## config.mk

```make
export PLATFORM = sky130hd
export DESIGN_NAME = dhg_top
export DESIGN_NICKNAME = d
export VERILOG_FILES = /design/src/dhg_pkg.sv /design/src/dhg_fifo.sv /design/src/dhg_top.sv
export VERILOG_INCLUDE_DIRS = /design/src
export SDC_FILE = /design/constraint.sdc
export NUM_CORES = 1
export LEC_CHECK = 0
export BUFFER_PORTS_ARGS = -buffer_cell sky130_fd_sc_hd__buf_2
export CAP_MARGIN = 20
export CORE_AREA = 2 2 89 91
export CTS_BUF_LIST = sky130_fd_sc_hd__clkbuf_4
export DETAILED_ROUTE_END_ITERATION = 6
export DIE_AREA = 0 0 91 93
export GPL_TIMING_DRIVEN = 0
export MAX_ROUTING_LAYER = met4
export PLACE_DENSITY = 0.76
export SYNTH_ARGS = -nofsm -noshare
export SYNTH_HDL_FRONTEND = slang
export SYNTH_SLANG_ARGS = --single-unit
```

## constraint.sdc

```tcl
create_clock -name core_clk_i -period 2.2 [get_ports core_clk_i]
set_input_delay 0.22 -clock core_clk_i [delete_from_list [all_inputs] [get_ports core_clk_i]]
set_output_delay 0.22 -clock core_clk_i [all_outputs]
set_load 0.03 [all_outputs]
```

## src/dhg_defs.svh

```systemverilog
`ifndef DHG_DEFS_SVH
`define DHG_DEFS_SVH
// host port offsets (low 3 bits plus SA9 select the port)
`define DHG_STATUS_OFS 10'h1F7
`define DHG_DRVSEL_OFS 10'h1F6
`define DHG_ERRPORT_OFS 10'h1F1
`define DHG_DATA_OFS 10'h1F0
`define DHG_ALTSTAT_OFS 10'h3F6
`define DHG_DIGIN_OFS 10'h3F7
// error code location in the sector buffer
`define DHG_ERRCODE_ADDR 16'h27F9
// status bit positions
`define DHG_ST_ERR 0
`define DHG_ST_IDX 1
`define DHG_ST_ECC_CORRECTED_FLAG 2
`define DHG_ST_DRQ 3
`define DHG_ST_SC 4
`define DHG_ST_WF 5
`define DHG_ST_RDY 6
`define DHG_ST_BUSY 7
`define DHG_STATUS_RST 8'h00
// local address windows, top three address bits
`define DHG_WIN_ROM 3'h0
`define DHG_WIN_COMP 3'h2
`define DHG_WIN_UCMD 3'h4
`define DHG_WIN_BUSYCLR 3'h5
`define DHG_WIN_DRQCLR 3'h6
`define DHG_WIN_DRQSET 3'h7
// local command register bits
`define DHG_UC_ERR 0
`define DHG_UC_ECC_CORRECTED_FLAG 1
`define DHG_UC_DMARD 4
`define DHG_UC_SDRQ_N 5
`define DHG_UC_SETINT 6
`define DHG_UC_SBUSY 7
// clock figures
`define DHG_OSC_MHZ 30
`define DHG_DIV_MFM 3
`define DHG_DIV_RLL 2
`endif

```

## src/dhg_pkg.sv

```systemverilog
package dhg_pkg;
  typedef struct packed {
    logic rd;
    logic wr;
    logic ale;
    logic [9:0] addr;
    logic sel;
  } dhg_host_bus_t;
  typedef struct packed {
    logic rd;
    logic wr;
    logic ale;
    logic [7:0] addr_hi;
  } dhg_local_bus_t;
  typedef struct packed {
    logic index;
    logic seek_done;
    logic ready;
    logic write_fault;
  } dhg_drive_t;
  typedef enum logic [2:0] {
    DMA_IDLE = 3'b001,
    DMA_ACK = 3'b010,
    DMA_DONE = 3'b100
  } dhg_dma_state_t;
endpackage : dhg_pkg

```

## src/dhg_fifo.sv

```systemverilog
`timescale 1ns/1ns
module dhg_fifo #(
  parameter int WIDTH = 8,
  parameter int DEPTH = 4
) (
  input wire logic core_clk_i,
  input wire logic reset_i,
  input wire logic in_valid_i,
  output logic in_ready_o,
  input wire logic [WIDTH-1:0] in_data_i,
  output logic out_valid_o,
  input wire logic out_ready_i,
  output logic [WIDTH-1:0] out_data_o
);
  localparam int AW = $clog2(DEPTH);
  typedef struct packed {
    logic [DEPTH-1:0][WIDTH-1:0] mem;
    logic [AW-1:0] wp;
    logic [AW-1:0] rp;
    logic [AW:0] cnt;
  } dhg_fifo_state_t;
  dhg_fifo_state_t st_ff;
  dhg_fifo_state_t nxt_st;
  logic push;
  logic pop;
  assign in_ready_o = (st_ff.cnt != (AW+1)'(DEPTH));
  assign out_valid_o = (st_ff.cnt != '0);
  assign out_data_o = st_ff.mem[st_ff.rp];
  assign push = in_valid_i && in_ready_o;
  assign pop = out_valid_o && out_ready_i;
  always_comb begin
    nxt_st = st_ff;
    if (push) begin
      nxt_st.mem[st_ff.wp] = in_data_i;
      nxt_st.wp = (st_ff.wp == AW'(DEPTH-1)) ? '0 : st_ff.wp + 1'b1;
    end
    if (pop) begin
      nxt_st.rp = (st_ff.rp == AW'(DEPTH-1)) ? '0 : st_ff.rp + 1'b1;
    end
    nxt_st.cnt = st_ff.cnt + (AW+1)'(push) - (AW+1)'(pop);
  end
  always_ff @(posedge core_clk_i) begin
    if (reset_i) begin
      st_ff <= '0;
    end else begin
      st_ff <= nxt_st;
    end
  end
endmodule : dhg_fifo

```

## src/dhg_top.sv

```systemverilog
`timescale 1ns/1ns
`include "dhg_defs.svh"
// How it works
// - status readable always; all bits shown while busy
// - status read clears host interrupt
// - error flag from local command bit
// - index follows drive, gated by ready
// - corrected flag from local command bit
// - data request flag set and cleared by local writes
// - seek flag mirrors drive seek done
// - write fault flag mirrors drive input
// - ready flag mirrors drive ready input
// - drive select strobe on port write
// - digital input strobe on port read
// - iocs16 and wide flag on data port
// - local clock divided from core clock
// - encoding select: high MFM, low RLL
// - program rom enable in lowest window
// - request answered by low acknowledge
// - command attention on host command write
// - bus reset clears status, drives reset out
// - buffer byte strobes and transceiver controls
// - set-interrupt rising edge raises host irq
module dhg_top import dhg_pkg::*; #(
  parameter int FIFO_DEPTH = 4
) (
  input wire logic core_clk_i,
  input wire logic reset_i,
  input wire logic oscillator_input_i,
  input wire dhg_host_bus_t host_i,
  input wire logic [7:0] host_wdata_i,
  output logic [7:0] host_rdata_o,
  output logic host_irq_o,
  output logic iocs16_o,
  output logic wide_transfer_flag_o,
  output logic drive_select_write_strobe_o,
  output logic digital_input_read_strobe_o,
  input wire dhg_drive_t drive_i,
  input wire logic mfm_select_i,
  output logic mfm_mode_o,
  input wire dhg_local_bus_t local_i,
  input wire logic [7:0] local_wdata_i,
  output logic [7:0] local_rdata_o,
  output logic command_attention_o,
  output logic companion_chip_select_o,
  output logic companion_rw_direction_o,
  output logic program_rom_enable_o,
  input wire logic buffer_dma_request_i,
  output logic dma_ack_n_o,
  output logic local_sync_clock_o,
  output logic ext_reset_o,
  output logic buffer_write_upper_n_o,
  output logic buffer_read_upper_n_o,
  output logic buffer_write_lower_n_o,
  output logic buffer_read_lower_n_o,
  output logic low_transceiver_enable_n_o,
  output logic high_transceiver_enable_n_o,
  output logic transceiver_direction_o,
  output logic [7:0] fifo_data_o,
  output logic fifo_valid_o,
  input wire logic fifo_ready_i,
  output logic host_write_ready_o
);
  // ******************************
  // state
  // ******************************
  typedef struct packed {
    logic [7:0] ucmd;
    logic data_request_flag;
    logic busy;
    logic irq;
    logic setint_prev;
    logic cmd_att;
    logic [7:0] rdata;
    logic [7:0] lrdata;
    logic drvsel_stb;
    logic digin_stb;
    dhg_dma_state_t dma;
    logic [1:0] div_cnt;
    logic div_clk;
    logic mfm;
    logic ext_rst;
  } dhg_state_t;
  dhg_state_t st_ff;
  dhg_state_t nxt_st;
  // ******************************
  // decode
  // ******************************
  function automatic logic port_hit(input logic [9:0] a, input logic [9:0] ofs);
    // primary and secondary windows differ only in bit 7
    port_hit = (a[9] == ofs[9]) && (a[2:0] == ofs[2:0]);
  endfunction : port_hit
  logic [7:0] status;
  logic host_rd_status;
  logic host_wr_cmd;
  logic host_data_acc;
  logic host_data_wr;
  logic [2:0] lwin;
  logic lacc;
  logic fifo_in_ready;
  assign lwin = local_i.addr_hi[7:5];
  assign lacc = local_i.rd || local_i.wr;
  assign host_rd_status = host_i.sel && host_i.rd && port_hit(host_i.addr, `DHG_STATUS_OFS);
  assign host_wr_cmd = host_i.sel && host_i.wr && port_hit(host_i.addr, `DHG_STATUS_OFS);
  assign host_data_acc = host_i.sel && port_hit(host_i.addr, `DHG_DATA_OFS);
  assign host_data_wr = host_data_acc && host_i.wr;
  always_comb begin
    status = `DHG_STATUS_RST;
    status[`DHG_ST_BUSY] = st_ff.busy;
    status[`DHG_ST_RDY] = drive_i.ready;
    status[`DHG_ST_WF] = drive_i.write_fault;
    status[`DHG_ST_SC] = drive_i.seek_done;
    status[`DHG_ST_DRQ] = st_ff.data_request_flag;
    status[`DHG_ST_ECC_CORRECTED_FLAG] = st_ff.ucmd[`DHG_UC_ECC_CORRECTED_FLAG];
    status[`DHG_ST_IDX] = drive_i.index && drive_i.ready;
    status[`DHG_ST_ERR] = st_ff.ucmd[`DHG_UC_ERR];
  end
  // ******************************
  // next state
  // ******************************
  always_comb begin
    nxt_st = st_ff;
    nxt_st.drvsel_stb = host_i.sel && host_i.wr && port_hit(host_i.addr, `DHG_DRVSEL_OFS);
    nxt_st.digin_stb = host_i.sel && host_i.rd && port_hit(host_i.addr, `DHG_DIGIN_OFS);
    if (host_i.sel && host_i.rd &&
        (port_hit(host_i.addr, `DHG_STATUS_OFS) || port_hit(host_i.addr, `DHG_ALTSTAT_OFS))) begin
      nxt_st.rdata = status;
    end
    if (host_rd_status) begin
      nxt_st.irq = 1'b0;
    end
    if (host_wr_cmd) begin
      nxt_st.cmd_att = 1'b1;
      nxt_st.busy = 1'b1;
    end
    // local command register and strobe ports
    if (local_i.wr && lwin == `DHG_WIN_UCMD) begin
      nxt_st.ucmd = local_wdata_i;
      nxt_st.cmd_att = 1'b0;
      if (local_wdata_i[`DHG_UC_SBUSY]) begin
        nxt_st.busy = 1'b1;
      end
      if (!local_wdata_i[`DHG_UC_SDRQ_N]) begin
        nxt_st.data_request_flag = 1'b1;
      end
    end
    // a host command in the same cycle keeps busy set
    if (local_i.wr && lwin == `DHG_WIN_BUSYCLR && !st_ff.ucmd[`DHG_UC_SBUSY] && !host_wr_cmd) begin
      nxt_st.busy = 1'b0;
    end
    if (local_i.wr && lwin == `DHG_WIN_DRQCLR) begin
      nxt_st.data_request_flag = 1'b0;
      nxt_st.irq = 1'b0;
    end
    if (local_i.wr && lwin == `DHG_WIN_DRQSET) begin
      nxt_st.data_request_flag = 1'b1;
    end
    nxt_st.setint_prev = st_ff.ucmd[`DHG_UC_SETINT];
    // set wins over a same-cycle status read clear
    if (st_ff.ucmd[`DHG_UC_SETINT] && !st_ff.setint_prev) begin
      nxt_st.irq = 1'b1;
    end
    if (local_i.rd) begin
      nxt_st.lrdata = status;
    end
    // dma handshake, one byte per request
    case (st_ff.dma)
      DMA_IDLE: begin
        // a request is only acknowledged when a byte is waiting to be handed over
        if (buffer_dma_request_i && fifo_valid_o) begin
          nxt_st.dma = DMA_ACK;
        end
      end
      DMA_ACK: begin
        nxt_st.dma = DMA_DONE;
      end
      DMA_DONE: begin
        if (!buffer_dma_request_i) begin
          nxt_st.dma = DMA_IDLE;
        end
      end
      default: begin
        nxt_st.dma = DMA_IDLE;
      end
    endcase
    // local clock: /3 gives 10 MHz for MFM, /2 gives 15 MHz for RLL
    nxt_st.mfm = mfm_select_i;
    if (st_ff.div_cnt >= 2'(st_ff.mfm ? `DHG_DIV_MFM - 1 : `DHG_DIV_RLL - 1)) begin
      nxt_st.div_cnt = 2'h0;
    end else begin
      nxt_st.div_cnt = st_ff.div_cnt + 2'h1;
    end
    nxt_st.div_clk = (nxt_st.div_cnt == 2'h0);
    nxt_st.ext_rst = 1'b0;
  end
  always_ff @(posedge core_clk_i) begin
    if (reset_i) begin
      st_ff <= '0;
      st_ff.dma <= DMA_IDLE;
      st_ff.ext_rst <= 1'b1;
    end else begin
      st_ff <= nxt_st;
    end
  end
  // oscillator input is not used; the divider counts core clock cycles instead
  logic osc_unused;
  assign osc_unused = oscillator_input_i;
  // ******************************
  // buffer path
  // ******************************
  dhg_fifo #(.WIDTH(8), .DEPTH(FIFO_DEPTH)) u_fifo (
    .core_clk_i(core_clk_i),
    .reset_i(reset_i),
    .in_valid_i(host_data_wr),
    .in_ready_o(fifo_in_ready),
    .in_data_i(host_wdata_i),
    .out_valid_o(fifo_valid_o),
    .out_ready_i(fifo_ready_i && st_ff.dma == DMA_ACK),
    .out_data_o(fifo_data_o)
  );
  // ******************************
  // outputs
  // ******************************
  assign host_write_ready_o = fifo_in_ready;
  assign host_rdata_o = st_ff.rdata;
  assign host_irq_o = st_ff.irq;
  assign iocs16_o = host_data_acc;
  assign wide_transfer_flag_o = host_data_acc;
  assign drive_select_write_strobe_o = st_ff.drvsel_stb;
  assign digital_input_read_strobe_o = st_ff.digin_stb;
  assign mfm_mode_o = st_ff.mfm;
  assign local_rdata_o = st_ff.lrdata;
  assign command_attention_o = st_ff.cmd_att;
  assign companion_chip_select_o = lacc && lwin == `DHG_WIN_COMP;
  assign companion_rw_direction_o = local_i.wr;
  assign program_rom_enable_o = lacc && lwin == `DHG_WIN_ROM;
  assign dma_ack_n_o = !(st_ff.dma == DMA_ACK);
  assign local_sync_clock_o = st_ff.div_clk;
  assign ext_reset_o = st_ff.ext_rst;
  // host data port byte split over the two buffer halves
  assign buffer_write_upper_n_o = !(host_data_wr);
  assign buffer_write_lower_n_o = !(host_data_wr || (st_ff.dma == DMA_ACK && st_ff.ucmd[`DHG_UC_DMARD]));
  assign buffer_read_upper_n_o = !(host_data_acc && host_i.rd);
  assign buffer_read_lower_n_o = !((host_data_acc && host_i.rd) ||
                                   (st_ff.dma == DMA_ACK && !st_ff.ucmd[`DHG_UC_DMARD]));
  assign low_transceiver_enable_n_o = !host_data_acc;
  assign high_transceiver_enable_n_o = !host_data_acc;
  assign transceiver_direction_o = host_i.rd;
endmodule : dhg_top

```

==> reports/results.ini <==
[synth]
async_flop_share_pct=0
synth-edff-count=0
syn_area_sq_mm=0.00354
syn_avg_cell_area_sq_um=10.3
synth_cell_types=51
synth_cells=345
syn_nets=406
synthFlopType=dfxtp_1
ys_warn_count=0
seq_area_frac_synth_pct=42.4
yosys_register_bits=75

[global_route]
grt_max_degree=13
antenna_found_initial=0
grt_pass1_vias=2685
grt_usage_pct=19.9
grt_first_pass_wirelength_um=12800
grt_overflow=0

[cts]
cts_made_buffers=9
cts_root_buffer=clkbuf_4
cts_tree=done
cts_htree_levels=3
cts_sinks=75
clock_latency_ns=0.42
cts_buffer_depth=2
clkTransAtPathRegs_ns=0.12

[outcome]
failed_checks=negative setup slack
status=finished with violations

[placed_design]
io_buffers=79
placed_area_sq_mm=0.00411
place.gp.congestion=0.837
dpl.hpwl_um=5830

[critical_path]
worst_setup_path_end_kind=flip-flop
worstPathArrival_ns=2.49
path_max_fanout=5
startpoint_type=flip-flop
critPathKind=reg -> reg
required_ns=2.49

[route]
m1WireLength_um=3390
vias_per_cell=5.11
top_layer=met4
met3_length_um=454
drt_iter0_drc=105
wl_met2_um=3930
wl_per_cell_um=14.4
drc_errors=0
drtPass1Iterations=4
ant_nets=0
wl_um=7870
vias=2784

[timing]
slew_viol_final=0
hold_violations=0
period_share_pct=100
tightest_slew_ns=0.562
clock_skew_ns=0.0169
finalSetupTns_ns=-0.00509
rsz0062_at_grt=yes
setup_ws_ns=-0.00509
max_slew_margin_pct=62.6
timing.fmax_mhz=453
fin_crit_ns=2.21
setup_viol=1

[flow_run]
maxCapViolCount=0

[final_layout]
seqCellArea_sq_mm=0.00151
multi_input_area_sq_mm=0.00179
area_delta_synth_final_pct=20.9
drive_gt1_share_pct=33.6
nets=500
fillerInstances=690
diodes=0
final_area_sq_mm=0.00429

[floorplan]
dieArea_sq_mm=0.00846
initial_utilization_pct=47.1
std_cell_rows=32
core-area_sq_mm=0.00753
die_h_um=93
die-width_um=91
io_pins=97

[power]
peakVddDrop_uv=396
p_leak_nw=1.89
p_per_area_mw_per_mm2=581

[min_path]
hold_path_class=in -> reg

## layout by cell type (no fill, tap or decap), types with 3 or more instances in the layout
| cell | n |
|---|---|
| a21o_1 | 3 |
| a21oi_1 | 13 |
| and2_1 | 3 |
| buf_1 | 3 |
| buf_2 | 81 |
| buf_4 | 25 |
| buf_6 | 3 |
| clkbuf_1 | 5 |
| clkbuf_4 | 9 |
| dfxtp_1 | 74 |
| ha_1 | 7 |
| inv_1 | 9 |
| mux2i_1 | 46 |
| mux4_2 | 8 |
| nand2_1 | 29 |
| nand2b_1 | 22 |
| nand3_1 | 10 |
| nand4_1 | 3 |
| nand4_4 | 3 |
| nor2_1 | 16 |
| nor2b_1 | 5 |
| nor3_1 | 5 |
| o21ai_0 | 8 |
| or2b_1 | 3 |
## logic make-up (layout without fill, tap and decap cells)
group	Yosys count	count (layout)	synth area share, %
AOI/OAI and AO/OA	32	32	5.47
DFF	75	75	42.4
buffers and inverters	49	147	8.72
and+or+nand+nor	120	120	20.3
xor gates and xnor gates	4	4	0.989
muxes	55	55	18.4
adders and majority gates	10	10	3.74
## routing by layer
layer	vias to the layer above	GRT usage, %
met5	-	-
li1	1377	-
met2	85	34.4
met3	12	5.16
met4	0	5.56
met1	1310	23.2
## where the power goes
group	switching [mW]	internal (mW)	total, mW
clock	0.479	0.331	0.810
sequential	0.0171	1.38	1.40
combinational	0.165	0.115	0.280
## path summary, 6_finish.rpt
check	from	endpoint	slack (ns)	depth (start not counted)
max reg2reg	u_fifo.st_ff[1]	u_fifo.st_ff[2]	-0.005	10
max	u_fifo.st_ff[1]	u_fifo.st_ff[2]	-0.005	10
min	local_wdata_i[4]	st_ff[35]	0.04	3
min reg2reg	u_fifo.st_ff[18]	u_fifo.st_ff[18]	0.47	2
## metrics by stage
stage | power (mW) | utilization, % | cells | hold slack [ns] | setup slack (ns)
3_3_place_gp | 1.70 | 54.5 | 526 | 0.360 | -0.0258
6_report | 2.49 | 56.9 | 545 | 0.0365 | -0.00509
5_1_grt | 2.60 | 56.9 | 545 | 0.0265 | -0.0643
2_1_floorplan | 1.61 | - | 345 | 0.248 | 0.00105
4_1_cts | 2.50 | 56.7 | 544 | 0.0366 | 0.00425
3_5_place_dp | 1.71 | 54.5 | 526 | 0.366 | -0.0852
## layout make-up
type,count,share of cell area (%)
Buffer,38,6.25
Sequential cell,75,35.1
Clock inverter,6,1.34
Multi-Input combinational cell,221,41.7
Tap cell,102,2.98
Clock buffer,9,1.58
Timing Repair Buffer,83,10.0
Inverter,11,0.964
## cell usage after synthesis (2+ instances only)
| master | n | area [sq um] |
|---|---|---|
| nand4_4 | 3 | 63.8 |
| mux2i_1 | 46 | 460 |
| nand2_1 | 29 | 109 |
| clkbuf_1 | 5 | 18.8 |
| nand2b_1 | 22 | 138 |
| nand4_1 | 3 | 18.8 |
| buf_2 | 2 | 10.0 |
| ha_1 | 9 | 113 |
| or3_1 | 2 | 12.5 |
| buf_1 | 3 | 11.3 |
| and4_1 | 2 | 17.5 |
| inv_1 | 11 | 41.3 |
| nor3_1 | 6 | 30.0 |
| buf_4 | 23 | 173 |
| nor3b_1 | 3 | 22.5 |
| a21o_1 | 3 | 22.5 |
| xnor2_1 | 2 | 17.5 |
| mux4_2 | 8 | 180 |
| o21ai_0 | 8 | 40.0 |
| nor2_1 | 16 | 60.1 |
| a21oi_1 | 13 | 65.1 |
| nor4b_1 | 2 | 17.5 |
| nor4bb_1 | 2 | 20.0 |
| and2_1 | 3 | 18.8 |
| xor2_1 | 2 | 17.5 |
| nor2b_1 | 5 | 31.3 |
| nand3_1 | 10 | 50.1 |
| dfxtp_1 | 75 | 1500 |
| or2b_1 | 3 | 22.5 |
| buf_6 | 3 | 33.8 |
## what timing repair did
action / CTS / global route
hold endpoints to repair: 2 / 0
buffers inserted: 1 / 1
setup endpoints to repair: 1 / 1
hold buffers: 2 / 0
resized for setup: 2 / 2
pin swaps: 2 / 0
## critical path, cell delays in order (launching register included)
cell,delay [ns]
dfxtp_4,0.38
or3_4,0.37
and3_4,0.18
ha_4,0.23
inv_2,0.06
ha_4,0.12
inv_2,0.03
fa_2,0.35
xor2_2,0.17
and2_1,0.16
nor3_2,0.04
## flip-flops by register name (all words and copies together), names as in the netlist
| signal | cells |
|---|---|
| local_sync_clock_o | 1 |
| host_rdata_o | 8 |
| host_irq_o | 1 |
| st_ff | 12 |
| ext_reset_o | 1 |
| local_rdata_o | 8 |
| drive_select_write_strobe_o | 1 |
| command_attention_o | 1 |
| mfm_mode_o | 1 |
| u_fifo.st_ff | 39 |
| digital_input_read_strobe_o | 1 |
| nxt_st | 1 |
Note: power is estimated with default switching activity, not from simulation.
